[src/flash_cmd_pkg.sv]
package flash_cmd_pkg;
  // ==========================================================
  // Serial command opcodes
  localparam logic [7:0] OP_UNIQUE_ID = 8'h4B;
  localparam logic [7:0] OP_PARAM_READ = 8'h5A;
  localparam logic [7:0] OP_LOCK = 8'h36;
  localparam logic [7:0] OP_UNLOCK = 8'h39;
  localparam logic [7:0] OP_LOCK_READ = 8'h3D;
  localparam logic [7:0] OP_GLOBAL_LOCK = 8'h7E;
  localparam logic [7:0] OP_GLOBAL_UNLOCK = 8'h98;
  localparam logic [7:0] OP_SUSPEND_A = 8'h75;
  localparam logic [7:0] OP_SUSPEND_B = 8'hB0;
  localparam logic [7:0] OP_RESUME_A = 8'h7A;
  localparam logic [7:0] OP_RESUME_B = 8'h30;
  localparam logic [7:0] OP_WRSR_1 = 8'h01;
  localparam logic [7:0] OP_WRSR_2 = 8'h31;
  localparam logic [7:0] OP_WRSR_3 = 8'h11;
  localparam logic [7:0] OP_SEC_ERASE = 8'h44;
  localparam logic [7:0] OP_SEC_PROG = 8'h42;
  localparam logic [7:0] OP_ERASE_4K = 8'h20;
  localparam logic [7:0] OP_ERASE_32K = 8'h52;
  localparam logic [7:0] OP_ERASE_64K = 8'hD8;
  localparam logic [7:0] OP_CHIP_ERASE_A = 8'hC7;
  localparam logic [7:0] OP_CHIP_ERASE_B = 8'h60;
  localparam logic [7:0] OP_PAGE_PROG = 8'h02;
  localparam logic [7:0] OP_QUAD_PROG = 8'h32;
  // ==========================================================
  // Link framing in clocks
  localparam logic [5:0] CMD_CLK_SINGLE = 6'h08;
  localparam logic [5:0] CMD_CLK_QUAD = 6'h02;
  localparam logic [5:0] ADDR_CLK_SINGLE = 6'h18;
  localparam logic [5:0] ADDR_CLK_QUAD = 6'h06;
  localparam logic [5:0] UID_DUMMY_SINGLE = 6'h20;
  localparam logic [5:0] PARAM_DUMMY_SINGLE = 6'h08;
  localparam logic [5:0] DUMMY_CODE_4 = 6'h04;
  localparam logic [5:0] DUMMY_CODE_6 = 6'h06;
  localparam logic [5:0] DUMMY_CODE_8 = 6'h08;
  localparam int LOCK_BITS = 46;
  // ==========================================================
  // Register map
  localparam logic [11:0] CONFIG_OFS = 12'h000;
  localparam logic [11:0] STATUS_OFS = 12'h004;
  localparam logic [11:0] ENGINE_OFS = 12'h008;
  localparam logic [11:0] ENGINE_ADDR_OFS = 12'h00C;
  localparam logic [11:0] LOCK_LO_OFS = 12'h010;
  localparam logic [11:0] LOCK_HI_OFS = 12'h014;
  localparam logic [1:0] PARAM_WIN = 2'h1;
  localparam int CFG_QUAD_BIT = 0;
  localparam int CFG_IPS_BIT = 1;
  localparam int CFG_CMP_BIT = 2;
  localparam int CFG_BP_LSB = 3;
  localparam int CFG_DUMMY_LSB = 8;
  localparam int ST_SUS_BIT = 0;
  localparam int ST_WIP_BIT = 1;
  localparam int ST_ERASE_BIT = 2;
  localparam int ST_REJ_BIT = 3;
  localparam int ST_SEL_BIT = 4;
  localparam int ENG_PROG_BIT = 0;
  localparam int ENG_ERASE_BIT = 1;
  localparam int ENG_DONE_BIT = 2;
  localparam logic [1:0] DUMMY_SEL_RESET = 2'h3;
  localparam logic [7:0] PARAM_RESET = 8'hFF;
  // ==========================================================
  // Timing
  localparam int CLK_PERIOD_NS = 25;
  localparam int SUSPEND_LATENCY_LIMIT_NS = 1000;
  localparam int RESUME_LIMIT_NS = 200;
  localparam logic [7:0] SUSPEND_CYC = 8'(SUSPEND_LATENCY_LIMIT_NS / CLK_PERIOD_NS);
  localparam logic [7:0] RESUME_CYC = 8'(RESUME_LIMIT_NS / CLK_PERIOD_NS);
  typedef enum logic [2:0] {ST_CMD, ST_ADDR, ST_DUMMY, ST_OUT, ST_WAIT} link_state_e;
endpackage

[src/flash_cmd_decoder.sv]
// The register addresses and the APB slave port were chosen for this implementation.
`timescale 1ns/1ps
// Overview of operation
// - Opcode 4B, four dummy bytes, then 128-bit fixed ID streams until deselect.
// - Four-wire ID read uses 4, 6 or 8 dummy clocks from select field.
// - Opcode 5A with 24-bit address; low byte picks start in 256-byte table.
// - Four-wire table read uses the configured 4, 6 or 8 dummy clocks.
// - Lock bits protect only with individual select set; else complement and level.
// - Lock bits are volatile and all set to 1 after any reset.
// - Opcode 36 plus address, then deselect, sets that region's lock bit.
// - Opcode 39 plus address, then deselect, clears that region's lock bit.
// - Opcode 3D plus address returns the lock bit in the least significant position.
// - Opcode 7E sets all lock bits, 98 clears all, on deselect.
// - Opcode 75 or B0 suspends program or erase; other regions stay readable.
// - Program suspend rejects status writes, security erase/program, erases, page programs.
// - Erase suspend rejects status writes, security erase and all erases.
// - Suspend taken only with suspend flag 0 and in-progress 1; else ignored.
// - Accepted suspend sets flag at once, clears in-progress within latency limit.
// - Power loss during suspend resets device out of suspended state.
// - Resume 7A or 30 taken only with suspend 1 and in-progress 0.
// - Accepted resume clears suspend at once, sets in-progress within 200 ns.
// - Dummy select resets to 8 clocks; codes 00,01 give 4, 10 six, 11 eight.
module flash_cmd_decoder
  import flash_cmd_pkg::*;
#(
  parameter logic [127:0] UNIQUE_ID = 128'h0123_4567_89AB_CDEF_FEDC_BA98_7654_3210 // arbitrary
) (
  input wire logic pclk,
  input wire logic presetn,
  input wire logic psel,
  input wire logic penable,
  input wire logic pwrite,
  input wire logic [11:0] paddr,
  input wire logic [31:0] pwdata,
  output logic [31:0] prdata,
  output logic pready,
  output logic pslverr,
  input wire logic sclk,
  input wire logic cs_n,
  input wire logic [3:0] io_in,
  output logic [3:0] io_out,
  output logic [3:0] io_oe
);
  // ==========================================================
  // Configuration and state
  logic four_wire_command_mode;
  logic individual_protect_select;
  logic protect_complement;
  logic [4:0] block_protect_level;
  logic [1:0] dummy_sel;
  logic suspend_flag;
  logic in_progress_flag;
  logic op_erase;
  logic rejected;
  logic [23:0] engine_addr;
  logic [LOCK_BITS-1:0] lock;
  logic [7:0] ptab [256];
  logic halting;
  logic resuming;
  logic [7:0] wait_cnt;

  function automatic logic [5:0] lock_index(input logic [23:0] a);
    logic [3:0] blk;
    blk = a[19:16];
    if (blk == 4'h0) begin
      lock_index = {2'b00, a[15:12]};
    end else if (blk == 4'hF) begin
      lock_index = 6'(30 + a[15:12]);
    end else begin
      lock_index = 6'(15 + blk);
    end
  endfunction

  function automatic logic prog_blocked(input logic [7:0] op);
    prog_blocked = op inside {OP_WRSR_1, OP_WRSR_2, OP_WRSR_3, OP_SEC_ERASE, OP_SEC_PROG,
                              OP_ERASE_4K, OP_ERASE_32K, OP_ERASE_64K, OP_CHIP_ERASE_A,
                              OP_CHIP_ERASE_B, OP_PAGE_PROG, OP_QUAD_PROG};
  endfunction

  function automatic logic erase_blocked(input logic [7:0] op);
    erase_blocked = op inside {OP_WRSR_1, OP_WRSR_2, OP_WRSR_3, OP_SEC_ERASE, OP_ERASE_4K,
                               OP_ERASE_32K, OP_ERASE_64K, OP_CHIP_ERASE_A, OP_CHIP_ERASE_B};
  endfunction

  // ==========================================================
  // Pin synchronisers
  logic [1:0] sclk_sync;
  logic [1:0] cs_sync;
  logic [3:0] io_meta;
  logic [3:0] io_s;
  logic sclk_d;
  logic sel_d;
  always_ff @(posedge pclk or negedge presetn) begin
    if (!presetn) begin
      sclk_sync <= 2'b00;
      cs_sync <= 2'b11;
      io_meta <= 4'h0;
      io_s <= 4'h0;
      sclk_d <= 1'b0;
      sel_d <= 1'b0;
    end else begin
      sclk_sync <= {sclk_sync[0], sclk};
      cs_sync <= {cs_sync[0], cs_n};
      io_meta <= io_in;
      io_s <= io_meta;
      sclk_d <= sclk_sync[1];
      sel_d <= ~cs_sync[1];
    end
  end
  logic sel;
  logic sck_rise;
  logic sck_fall;
  logic deselect;
  assign sel = ~cs_sync[1];
  assign sck_rise = sel && sclk_sync[1] && !sclk_d;
  assign sck_fall = sel && !sclk_sync[1] && sclk_d;
  assign deselect = sel_d && !sel;

  // ==========================================================
  // Link command sequencer
  link_state_e state;
  logic [7:0] opcode;
  logic [23:0] shreg;
  logic [23:0] addr;
  logic [5:0] cnt;
  logic [5:0] dummy_target;
  logic [2:0] opos;
  logic [7:0] oidx;
  logic [23:0] next_shreg;
  logic [5:0] cmd_clocks;
  logic [5:0] addr_clocks;
  logic [5:0] quad_dummy;
  logic [7:0] cur_byte;
  logic link_reject;

  assign next_shreg = four_wire_command_mode ? {shreg[19:0], io_s} : {shreg[22:0], io_s[0]};
  assign cmd_clocks = four_wire_command_mode ? CMD_CLK_QUAD : CMD_CLK_SINGLE;
  assign addr_clocks = four_wire_command_mode ? ADDR_CLK_QUAD : ADDR_CLK_SINGLE;
  assign quad_dummy = (dummy_sel == 2'b10) ? DUMMY_CODE_6 :
                      (dummy_sel == 2'b11) ? DUMMY_CODE_8 : DUMMY_CODE_4;

  always_comb begin
    case (opcode)
      OP_UNIQUE_ID: cur_byte = UNIQUE_ID[{~oidx[3:0], 3'b000} +: 8];
      OP_PARAM_READ: cur_byte = ptab[oidx];
      OP_LOCK_READ: cur_byte = {7'h00, lock[lock_index(addr)]};
      default: cur_byte = 8'h00;
    endcase
  end

  assign link_reject = (state == ST_CMD) && sck_rise && (cnt == cmd_clocks - 6'h01) &&
                       suspend_flag && (op_erase ? erase_blocked(next_shreg[7:0])
                                                 : prog_blocked(next_shreg[7:0]));

  always_ff @(posedge pclk or negedge presetn) begin
    if (!presetn) begin
      state <= ST_CMD;
      opcode <= 8'h00;
      shreg <= 24'h000000;
      addr <= 24'h000000;
      cnt <= 6'h00;
      dummy_target <= 6'h00;
    end else if (!sel) begin
      state <= ST_CMD;
      cnt <= 6'h00;
    end else if (sck_rise) begin
      shreg <= next_shreg;
      cnt <= cnt + 6'h01;
      case (state)
        ST_CMD: begin
          if (cnt == cmd_clocks - 6'h01) begin
            opcode <= next_shreg[7:0];
            cnt <= 6'h00;
            case (next_shreg[7:0])
              // ID read goes straight to dummy phase
              OP_UNIQUE_ID: begin
                state <= ST_DUMMY;
                dummy_target <= four_wire_command_mode ? quad_dummy : UID_DUMMY_SINGLE;
              end
              OP_PARAM_READ, OP_LOCK, OP_UNLOCK, OP_LOCK_READ: state <= ST_ADDR;
              default: state <= ST_WAIT;
            endcase
          end
        end
        ST_ADDR: begin
          if (cnt == addr_clocks - 6'h01) begin
            addr <= next_shreg;
            cnt <= 6'h00;
            case (opcode)
              OP_PARAM_READ: begin
                state <= ST_DUMMY;
                dummy_target <= four_wire_command_mode ? quad_dummy : PARAM_DUMMY_SINGLE;
              end
              OP_LOCK_READ: state <= ST_OUT;
              default: state <= ST_WAIT;
            endcase
          end
        end
        ST_DUMMY: begin
          if (cnt == dummy_target - 6'h01) begin
            state <= ST_OUT;
          end
        end
        ST_OUT: state <= ST_OUT;
        ST_WAIT: state <= ST_WAIT;
        default: state <= ST_CMD;
      endcase
    end
  end

  // Output shifter, updated on falling link clock
  always_ff @(posedge pclk or negedge presetn) begin
    if (!presetn) begin
      io_out <= 4'h0;
      io_oe <= 4'h0;
      opos <= 3'h0;
      oidx <= 8'h00;
    end else if (!sel || state != ST_OUT) begin
      io_oe <= 4'h0;
      opos <= 3'h0;
      // start byte from low address bits
      oidx <= (opcode == OP_PARAM_READ) ? addr[7:0] : 8'h00;
    end else if (sck_fall) begin
      // most significant bit first on falling edges
      if (four_wire_command_mode) begin
        io_out <= opos[2] ? cur_byte[3:0] : cur_byte[7:4];
        io_oe <= 4'hF;
        opos <= opos + 3'h4;
      end else begin
        io_out <= {2'b00, cur_byte[~opos], 1'b0};
        io_oe <= 4'h2;
        opos <= opos + 3'h1;
      end
      if (four_wire_command_mode ? opos[2] : (opos == 3'h7)) begin
        oidx <= oidx + 8'h01;
      end
    end
  end

  // Commands completed at deselect
  logic do_lock;
  logic do_unlock;
  logic do_glock;
  logic do_gunlock;
  logic do_suspend;
  logic do_resume;
  logic [5:0] cmd_idx;
  assign do_lock = deselect && state == ST_WAIT && opcode == OP_LOCK;
  assign do_unlock = deselect && state == ST_WAIT && opcode == OP_UNLOCK;
  assign do_glock = deselect && state == ST_WAIT && opcode == OP_GLOBAL_LOCK;
  assign do_gunlock = deselect && state == ST_WAIT && opcode == OP_GLOBAL_UNLOCK;
  assign do_suspend = deselect && state == ST_WAIT &&
                      (opcode == OP_SUSPEND_A || opcode == OP_SUSPEND_B);
  assign do_resume = deselect && state == ST_WAIT &&
                     (opcode == OP_RESUME_A || opcode == OP_RESUME_B);
  assign cmd_idx = lock_index(addr);

  // ==========================================================
  // Lock bits
  for (genvar i = 0; i < LOCK_BITS; i++) begin : g_lock
    always_ff @(posedge pclk or negedge presetn) begin
      if (!presetn) begin
        lock[i] <= 1'b1;
      end else if (do_glock || (do_lock && cmd_idx == 6'(i))) begin
        lock[i] <= 1'b1;
      end else if (do_gunlock || (do_unlock && cmd_idx == 6'(i))) begin
        lock[i] <= 1'b0;
      end
    end
  end

  // ==========================================================
  // Program/erase engine
  logic apb_wr;
  logic eng_start;
  logic eng_done;
  logic start_prot;
  logic start_ok;
  logic sus_ok;
  logic res_ok;
  assign apb_wr = psel && penable && pwrite;
  assign eng_start = apb_wr && paddr == ENGINE_OFS &&
                     (pwdata[ENG_PROG_BIT] || pwdata[ENG_ERASE_BIT]);
  assign eng_done = apb_wr && paddr == ENGINE_OFS && pwdata[ENG_DONE_BIT];
  assign start_prot = individual_protect_select ? lock[lock_index(engine_addr)]
                                                : ((block_protect_level != 5'h00) ^
                                                   protect_complement);
  assign start_ok = eng_start && !start_prot && !in_progress_flag && !suspend_flag &&
                    !resuming;
  assign sus_ok = do_suspend && !suspend_flag && in_progress_flag;
  assign res_ok = do_resume && suspend_flag && !in_progress_flag;

  always_ff @(posedge pclk or negedge presetn) begin
    if (!presetn) begin
      suspend_flag <= 1'b0;
      in_progress_flag <= 1'b0;
      op_erase <= 1'b0;
      halting <= 1'b0;
      resuming <= 1'b0;
      wait_cnt <= 8'h00;
    end else begin
      if (start_ok) begin
        in_progress_flag <= 1'b1;
        op_erase <= pwdata[ENG_ERASE_BIT];
      end else if (eng_done && in_progress_flag && !halting) begin
        in_progress_flag <= 1'b0;
      end
      // flag at once, halt within latency
      if (sus_ok) begin
        suspend_flag <= 1'b1;
        halting <= 1'b1;
        wait_cnt <= SUSPEND_CYC - 8'h01;
      end else if (res_ok) begin
        // clear flag, restart within 200 ns
        suspend_flag <= 1'b0;
        resuming <= 1'b1;
        wait_cnt <= RESUME_CYC - 8'h01;
      end else if (halting || resuming) begin
        wait_cnt <= wait_cnt - 8'h01;
        if (wait_cnt == 8'h01) begin
          halting <= 1'b0;
          resuming <= 1'b0;
          in_progress_flag <= resuming;
        end
      end
    end
  end

  // ==========================================================
  // APB slave
  logic apb_setup;
  logic hit;
  logic in_ptab;
  logic [31:0] rd_val;
  logic rej_set;
  assign apb_setup = psel && !penable;
  assign in_ptab = paddr[11:10] == PARAM_WIN;
  assign hit = in_ptab || paddr inside {CONFIG_OFS, STATUS_OFS, ENGINE_OFS, ENGINE_ADDR_OFS,
                                        LOCK_LO_OFS, LOCK_HI_OFS};
  assign pready = 1'b1;
  assign pslverr = psel && penable && !hit;
  assign rej_set = link_reject || (eng_start && !start_ok);

  always_comb begin
    rd_val = 32'h0000_0000;
    if (in_ptab) begin
      rd_val[7:0] = ptab[paddr[9:2]];
    end else begin
      case (paddr)
        CONFIG_OFS: begin
          rd_val[CFG_QUAD_BIT] = four_wire_command_mode;
          rd_val[CFG_IPS_BIT] = individual_protect_select;
          rd_val[CFG_CMP_BIT] = protect_complement;
          rd_val[CFG_BP_LSB +: 5] = block_protect_level;
          rd_val[CFG_DUMMY_LSB +: 2] = dummy_sel;
        end
        STATUS_OFS: begin
          rd_val[ST_SUS_BIT] = suspend_flag;
          rd_val[ST_WIP_BIT] = in_progress_flag;
          rd_val[ST_ERASE_BIT] = op_erase;
          rd_val[ST_REJ_BIT] = rejected;
          rd_val[ST_SEL_BIT] = sel;
        end
        ENGINE_ADDR_OFS: rd_val[23:0] = engine_addr;
        LOCK_LO_OFS: rd_val = lock[31:0];
        LOCK_HI_OFS: rd_val[LOCK_BITS-33:0] = lock[LOCK_BITS-1:32];
        default: rd_val = 32'h0000_0000;
      endcase
    end
  end

  always_ff @(posedge pclk or negedge presetn) begin
    if (!presetn) begin
      prdata <= 32'h0000_0000;
    end else if (apb_setup && !pwrite) begin
      prdata <= rd_val;
    end
  end

  always_ff @(posedge pclk or negedge presetn) begin
    if (!presetn) begin
      four_wire_command_mode <= 1'b0;
      individual_protect_select <= 1'b0;
      protect_complement <= 1'b0;
      block_protect_level <= 5'h00;
      dummy_sel <= DUMMY_SEL_RESET;
      engine_addr <= 24'h000000;
    end else if (apb_wr && paddr == CONFIG_OFS) begin
      four_wire_command_mode <= pwdata[CFG_QUAD_BIT];
      individual_protect_select <= pwdata[CFG_IPS_BIT];
      protect_complement <= pwdata[CFG_CMP_BIT];
      block_protect_level <= pwdata[CFG_BP_LSB +: 5];
      dummy_sel <= pwdata[CFG_DUMMY_LSB +: 2];
    end else if (apb_wr && paddr == ENGINE_ADDR_OFS) begin
      engine_addr <= pwdata[23:0];
    end
  end

  // Rejection flag, set wins over clear
  always_ff @(posedge pclk or negedge presetn) begin
    if (!presetn) begin
      rejected <= 1'b0;
    end else if (rej_set) begin
      rejected <= 1'b1;
    end else if (apb_wr && paddr == STATUS_OFS && pwdata[ST_REJ_BIT]) begin
      rejected <= 1'b0;
    end
  end

  always_ff @(posedge pclk or negedge presetn) begin
    if (!presetn) begin
      for (int k = 0; k < 256; k++) begin
        ptab[k] <= PARAM_RESET;
      end
    end else if (apb_wr && in_ptab) begin
      ptab[paddr[9:2]] <= pwdata[7:0];
    end
  end

  // ==========================================================
  // Checks
  localparam int sus_max = 39;
  localparam int res_max = 7;
endmodule

[config.mk]
export PLATFORM = sky130hd
export DESIGN_NAME = flash_cmd_decoder
export DESIGN_NICKNAME = d
export VERILOG_FILES = /design/src/flash_cmd_pkg.sv /design/src/flash_cmd_decoder.sv
export SDC_FILE = /design/constraint.sdc
export NUM_CORES = 2
export LEC_CHECK = 0
export BUFFER_PORTS_ARGS = -buffer_cell sky130_fd_sc_hd__buf_2
export CORE_MARGIN = 3
export CORE_UTILIZATION = 30
export CTS_CLUSTER_SIZE = 28
export DETAILED_ROUTE_END_ITERATION = 12
export PLACE_DENSITY = 0.44
export SETUP_SLACK_MARGIN = 0.3
export SYNTH_ARGS = -nofsm -noshare
export SYNTH_HDL_FRONTEND = slang
export SYNTH_SLANG_ARGS = --single-unit
[constraint.sdc]
create_clock -name pclk -period 4.05 [get_ports pclk]
set_input_delay 0 -clock pclk [delete_from_list [all_inputs] [get_ports pclk]]
set_output_delay 0 -clock pclk [all_outputs]
set_load 0.01 [all_outputs]
Word-level counts from Yosys, hierarchy flattened. Index checks and enable logic that the tools add are counted.

Register bits after elaboration: 2269. Bits of input ports: 55. Output and inout bits: 42. Logic and storage cells: 959.

Add/subtract/negate cells: 12. Order comparisons: 6. Eq/ne operators: 101. Shift operators: 1. Mux-type cells: 178. Bitwise operators: 9. Reductions and logical operators: 320.

Operators by type and width (count): $bwmux 2048 (1); $logic_and 1x1->1 (133); $bmux 8 s8 (2); $shiftx 128x8->8 const A (1); $mux 1 (113); $mux 8 (14); $reduce_bool 2->1 (56); $logic_or 1x1->1 (99); $eq 6x5->1 const B (16); $eq 8x7->1 const B (11); $eq 6x6->1 const B (14); $mux 6 (14); $eq 8x6->1 const B (10); $demux 8 s8 (1); $eq 6x4->1 const B (8); $mux 4 (9); $eq 8x8->1 const B (4); $pmux 5 s5 (1); $eq 12x4->1 const B (2); $eq 12x5->1 const B (2); $eq 6x3->1 const B (4); $mux 24 (1); $mux 3 (8); $pmux 6 s2 (2); 61 further kinds (101).

Longest topological paths before layout.
Word-level depth: 16. Gate-level depth with buffers: 17. Depth with buffers taken out: 11.

Worst setup path after synthesis. Ideal clock, no wire load.

Path type: register -> register. From: reg addr[16]. To: reg io_out[1]. Setup time: 136 ps. Arrival time: 3054 ps. Path slack: 860 ps. Stages on the path, launching flop included: 14. Path buffers: 2. Clock period less this slack: 3190 ps. Path through: dfrtp_1 > inv_1 > ha_1 > nor3b_1 > or3_1 > clkbuf_1 > and2_1 > buf_2 > mux4_2 > mux2i_1 > a2111oi_0 > a31o_2 > o31ai_2 > o221ai_2.

Longest elaborated chain between the ends: 10. Elaborated cells between the ends (all ways): 12. Classes of those cells: add/sub (1); eq/ne (1); mux (9); reduce/logical (1).

Ends and longest elaborated chain: from (decl) (line flash_cmd_decoder.sv:124) `logic [23:0] addr;`; from (signal assigned) (line flash_cmd_decoder.sv:187) `addr <= next_shreg;`; $add 4x4->5 / $eq 4x4->1 (equally long branches) (line flash_cmd_decoder.sv:70, flash_cmd_decoder.sv:67); $mux 6 (line flash_cmd_decoder.sv:67) `end else if (blk == 4'hF) begin`; $mux 6 *; $mux 6 * (line flash_cmd_decoder.sv:143) `case (opcode)`; $bmux 1 s6 * (line flash_cmd_decoder.sv:146) `OP_LOCK_READ: cur_byte = {7'h00, lock[lock_index(addr)]};`; $mux 1 (not written as such) * (line flash_cmd_decoder.sv:146); $pmux 8 s3 * (line flash_cmd_decoder.sv:143); $bmux 1 s3 * (line flash_cmd_decoder.sv:230) `io_out <= {2'b00, cur_byte[~opos], 1'b0};`; $mux 1 (not written as such) * (line flash_cmd_decoder.sv:230); $mux 4 * (line flash_cmd_decoder.sv:225) `if (four_wire_command_mode) begin`; to (signal assigned) (line flash_cmd_decoder.sv:226) `io_out <= opos[2] ? cur_byte[3:0] : cur_byte[7:4];`; to (signal assigned) (line flash_cmd_decoder.sv:230); to (decl) (line flash_cmd_decoder.sv:41) `output logic [3:0] io_out,`.

Every way passes the cells marked *; elsewhere a longest branch is shown, timed or not. The select of a mux whose other input is x is not followed. A chain may end at the register's enable or synchronous reset.

Worst setup path after layout.
From: reg oidx[0]. To: reg io_out[1].

Longest elaborated chain between the ends: 8. Elaborated cells between the ends (all ways): 11. Classes of those cells: shift (1); mux (8); bitwise (2).

Ends and longest elaborated chain: from (decl) (line flash_cmd_decoder.sv:128) `logic [7:0] oidx;`; from (signal assigned) (line flash_cmd_decoder.sv:222) `oidx <= (opcode == OP_PARAM_READ) ? addr[7:0] : 8'h00;`; from (signal assigned) (line flash_cmd_decoder.sv:235) `oidx <= oidx + 8'h01;`; $not 8->9 (not written as such) (line flash_cmd_decoder.sv:145) `OP_PARAM_READ: cur_byte = ptab[oidx];`; $bmux 8 s8 (line flash_cmd_decoder.sv:145); $mux 8 (not written as such) (2 in a row) (line flash_cmd_decoder.sv:145); $pmux 8 s3 * (line flash_cmd_decoder.sv:143); $bmux 1 s3 (line flash_cmd_decoder.sv:230); $mux 1 (not written as such) (line flash_cmd_decoder.sv:230); $mux 4 * (line flash_cmd_decoder.sv:225).

Marked as above.

==> metrics <==
maximum clock rate 260 MHz; internal power of the cells 38.9 mW; Buf/Inv on CP 5; number of global-route vias before repair 85,200; number of antenna violations at the first check in global routing 33; pre-CTS WS -586 ps; routed vias 82,900; Switching Power 12.7 mW; clock sink count 2,261; cell-by-cell listing of the critical path buf_6 -> buf_12 -> buf_12 -> buf_4 -> buf_16 -> mux4_2 -> mux2i_2 -> o211ai_1 -> a211o_1 -> a311o_1 -> and4_4 -> o32ai_4 -> o221ai_2; data arrival at the endpoint of the critical path 4640 ps; maximum level of the CTS H-tree 5; remaining design rule violation count 0; clock insertion delay at the later pin of the skew report 940 ps; clock tree buffer depth 4; DR pass1 iterations 9; slowest stage cell, crit path sky130_fd_sc_hd__mux4_2; pin count of the biggest net entering global routing 177; number of standard cells in the layout, taps in and fillers out 14,400; Seq pwr share 44.8%; worst clock skew on the final layout 34.0 ps; Port Buf Inserts 87; number of flops mapped to enable cells by yosys 0; Routed Wire Length 512,000 um; full die area 421,000 um^2; average size of a mapped cell 15.0 um^2; Area Growth Syn to Fin 18.0%; worst max-slew margin expressed relative to the limit 4.53%; Die X-Extent 649 um; row count 235; sequential cell area fraction in the yosys report 47.8%; dominant cell type by count on the critical path sky130_fd_sc_hd__buf_12; leakage power 55.5 nW; die height 649 um; routed length per placed instance 35.5 um; root buffer cell sky130_fd_sc_hd__clkbuf_16; crit-path max FO 12; total number of yosys warnings 0; transition time at the pin with the least slew margin 1430 ps; cell class contributing the biggest share of worst-path delay compound AO/OA/AOI/OAI gates; initial drt markers 7,753; minimum clock period 3850 ps; Final Worst Setup Slack 205 ps; placeable core area 410,000 um^2; post-detailed-placement half-perimeter wirelength 350,000 um; status complete, no violations; async set-reset flop share out of synthesis 100%; grt total ovfl 0; RSZ-0062 raised after global routing true; global-route usage over all layers 23.9%; stage delay of the slowest cell on the critical path 520 ps; Mapped Area 124,000 um^2; fraction of power spent switching nets 24.5%; ratio of total power to cell area 353 nW/um^2; final weighted congestion of routability-driven global placement 0.888; Syn Nets 8,359; relative contribution of combinational cells to total power 5.0%; number of buffers created by CTS 281; startpoint-to-endpoint class of the critical path reg2reg; path type of the worst min-delay path in2async; Worst Setup End Kind flip-flop; Max Slew Vio Count 0; clock tree from TritonCTS yes; required time of the critical path 4840 ps; layout cells sized above 1 74.5%; number of vias per cell after detailed routing 5.74; cell count after synthesis 8,286; first-pass GRT wire length 716,000 um; number of cells after detailed placement 13,800; Synth Flop Type sky130_fd_sc_hd__dfstp_2; initial cell density of the core 30.2%; clock group share of total power 50.2%; sort of element at the start of the critical path flip-flop; remaining antenna violation count 0; maximum capacitance violations 0; maximum ir drop on the vdd rail 292 uV; register bit count reported by yosys 2,261; count of cell types in the netlist 88; final core area utilization 35.6%; Boundary Pins 97; Nets 8,835; Clock transition at path regs 70 ps; number of hold violations in the final report 0; Setup violations, final 0; final period utilization 94.9%
final cells by class:
class	count	area, um^2
Fill cell	39100	264000
Multi-Input combinational cell	5274	61900
Sequential cell	2261	59200
Timing Repair Buffer	914	8780
Clock buffer	430	8420
Tap cell	5451	6820
Clock inverter	69	890
Inverter	30	130
Antenna cell	9	22.5
final timing paths:
check,from,endpoint,slack (ps),cells past startpoint
setup / recovery,oidx[0]$_DFFE_PN0P_,io_out[1]$_DFFE_PN0P_,200,13
hold / removal,presetn,engine_addr[16]$_DFFE_PN0P_,60,3
setup reg to reg,oidx[0]$_DFFE_PN0P_,io_out[1]$_DFFE_PN0P_,200,13
hold reg to reg,sclk_sync[0]$_DFF_PN0_,sclk_sync[1]$_DFF_PN0_,350,0
max in group asynchronous,presetn,oidx[1]$_DFFE_PN0P_,2870,3
min in group pclk,paddr[1],prdata[8]$_DFFE_PN0P_,150,7
cells in the mapped netlist, types with 31 or more instances:
cell	count	share of area [%]
sky130_fd_sc_hd__buf_2	122	0.49
sky130_fd_sc_hd__nand3_1	82	0.33
sky130_fd_sc_hd__mux4_2	1055	19
sky130_fd_sc_hd__o21ai_0	97	0.39
sky130_fd_sc_hd__buf_1	43	0.13
sky130_fd_sc_hd__nor2_1	264	0.80
sky130_fd_sc_hd__mux2i_1	315	2.5
sky130_fd_sc_hd__a221oi_1	57	0.40
sky130_fd_sc_hd__o22ai_1	42	0.21
sky130_fd_sc_hd__buf_4	39	0.24
sky130_fd_sc_hd__o221ai_1	46	0.33
sky130_fd_sc_hd__o211ai_1	107	0.65
sky130_fd_sc_hd__clkbuf_1	482	1.5
sky130_fd_sc_hd__mux2_2	2114	19
sky130_fd_sc_hd__dfrtp_1	163	3.3
sky130_fd_sc_hd__dfstp_2	2098	44
sky130_fd_sc_hd__buf_6	31	0.28
sky130_fd_sc_hd__nand2_1	367	1.1
sky130_fd_sc_hd__nor3_1	61	0.25
sky130_fd_sc_hd__a21oi_1	119	0.48
sky130_fd_sc_hd__a22oi_1	105	0.64
sequential cells by signal, summed over array words and instances, names as in the netlist, 4 cells and up:
| register | count |
|---|---|
| wait_cnt | 8 |
| io_out | 4 |
| addr | 16 |
| ptab | 2048 |
| block_protect_level | 5 |
| shreg | 19 |
| cnt | 6 |
| opcode | 8 |
| oidx | 8 |
| io_meta | 4 |
| prdata | 32 |
| dummy_target | 4 |
| lock | 46 |
| engine_addr | 24 |
| io_s | 4 |
cells in the final DEF (no fill, tap or decap), drive strengths merged, types with 28 or more instances in the layout:
| master | netlist | routed |
|---|---|---|
| mux2 | 2115 | 2115 |
| dfstp | 2098 | 2098 |
| mux4 | 1065 | 1065 |
| buf | 239 | 831 |
| clkbuf | 482 | 436 |
| nand2 | 367 | 367 |
| mux2i | 315 | 315 |
| nor2 | 264 | 264 |
| dfrtp | 163 | 163 |
| a21oi | 119 | 119 |
| o211ai | 107 | 107 |
| a22oi | 105 | 105 |
| o21ai | 102 | 102 |
| nand3 | 82 | 82 |
| nor3 | 66 | 66 |
| dlygate4sd3 | 0 | 65 |
| a221oi | 57 | 57 |
| o221ai | 48 | 48 |
| clkinv | 0 | 44 |
| o22ai | 42 | 42 |
| inv | 30 | 39 |
| nand2b | 28 | 28 |
| nor2b | 28 | 28 |
per-stage QoR:
step	hold slack, ps	setup TNS [ps]	instance area, um^2	power [mW]
finish	60.1	0	146000	51.6
global route	63.3	0	146000	53.4
CTS	17.4	0	146000	52.3
detailed placement	80.1	-1840	135000	26.0
global placement	78.0	-2030	135000	25.9
floorplan	-296	0	124000	24.5
routing by layer:
layer,GRT usage (%),part of all wire (%)
met1,32.6,43
met2,37.1,45
met3,4.55,6.6
met4,9.93,4.9
met5,0,0.034
worst register-to-register path, delay by kind of cell (launching register included):
kind,cells,cell delay [ps]
buffers and inverters,5,790
muxes,2,760
and+or+nand+nor,1,210
AOI/OAI and AO/OA,5,1480
DFF,1,460
power groups by stage:
stage / logic, mW / registers (mW) / clock network, mW
after global routing: 2.78 / 23.1 / 27.5
after detailed placement: 2.56 / 23.4 / 0
after CTS: 2.62 / 23.1 / 26.6
after floorplan: 1.17 / 23.4 / 0
final: 2.58 / 23.1 / 25.9
after global placement: 2.53 / 23.4 / 0
timing repair:
action | 4_1_cts | 5_1_grt
gates resized for setup | 110 | 37
pin swaps | 16 | 14
setup buffers | 32 | 7
endpoints found under the hold margin | 1225 | 0
hold buffers | 66 | 0
endpoints found under the setup margin | 4 | 5
cloned | 14 | 0
kinds of logic after synthesis:
logic type      synth area share, %
buf+inv                        2.76
fa+ha+maj                     0.182
other cells                 0.00303
xor+xnor                      0.191
compound gates                 4.24
simple gates                   3.68
mux                            41.2
flops                          47.8
No activity file was read; power rests on OpenSTA's default activity.
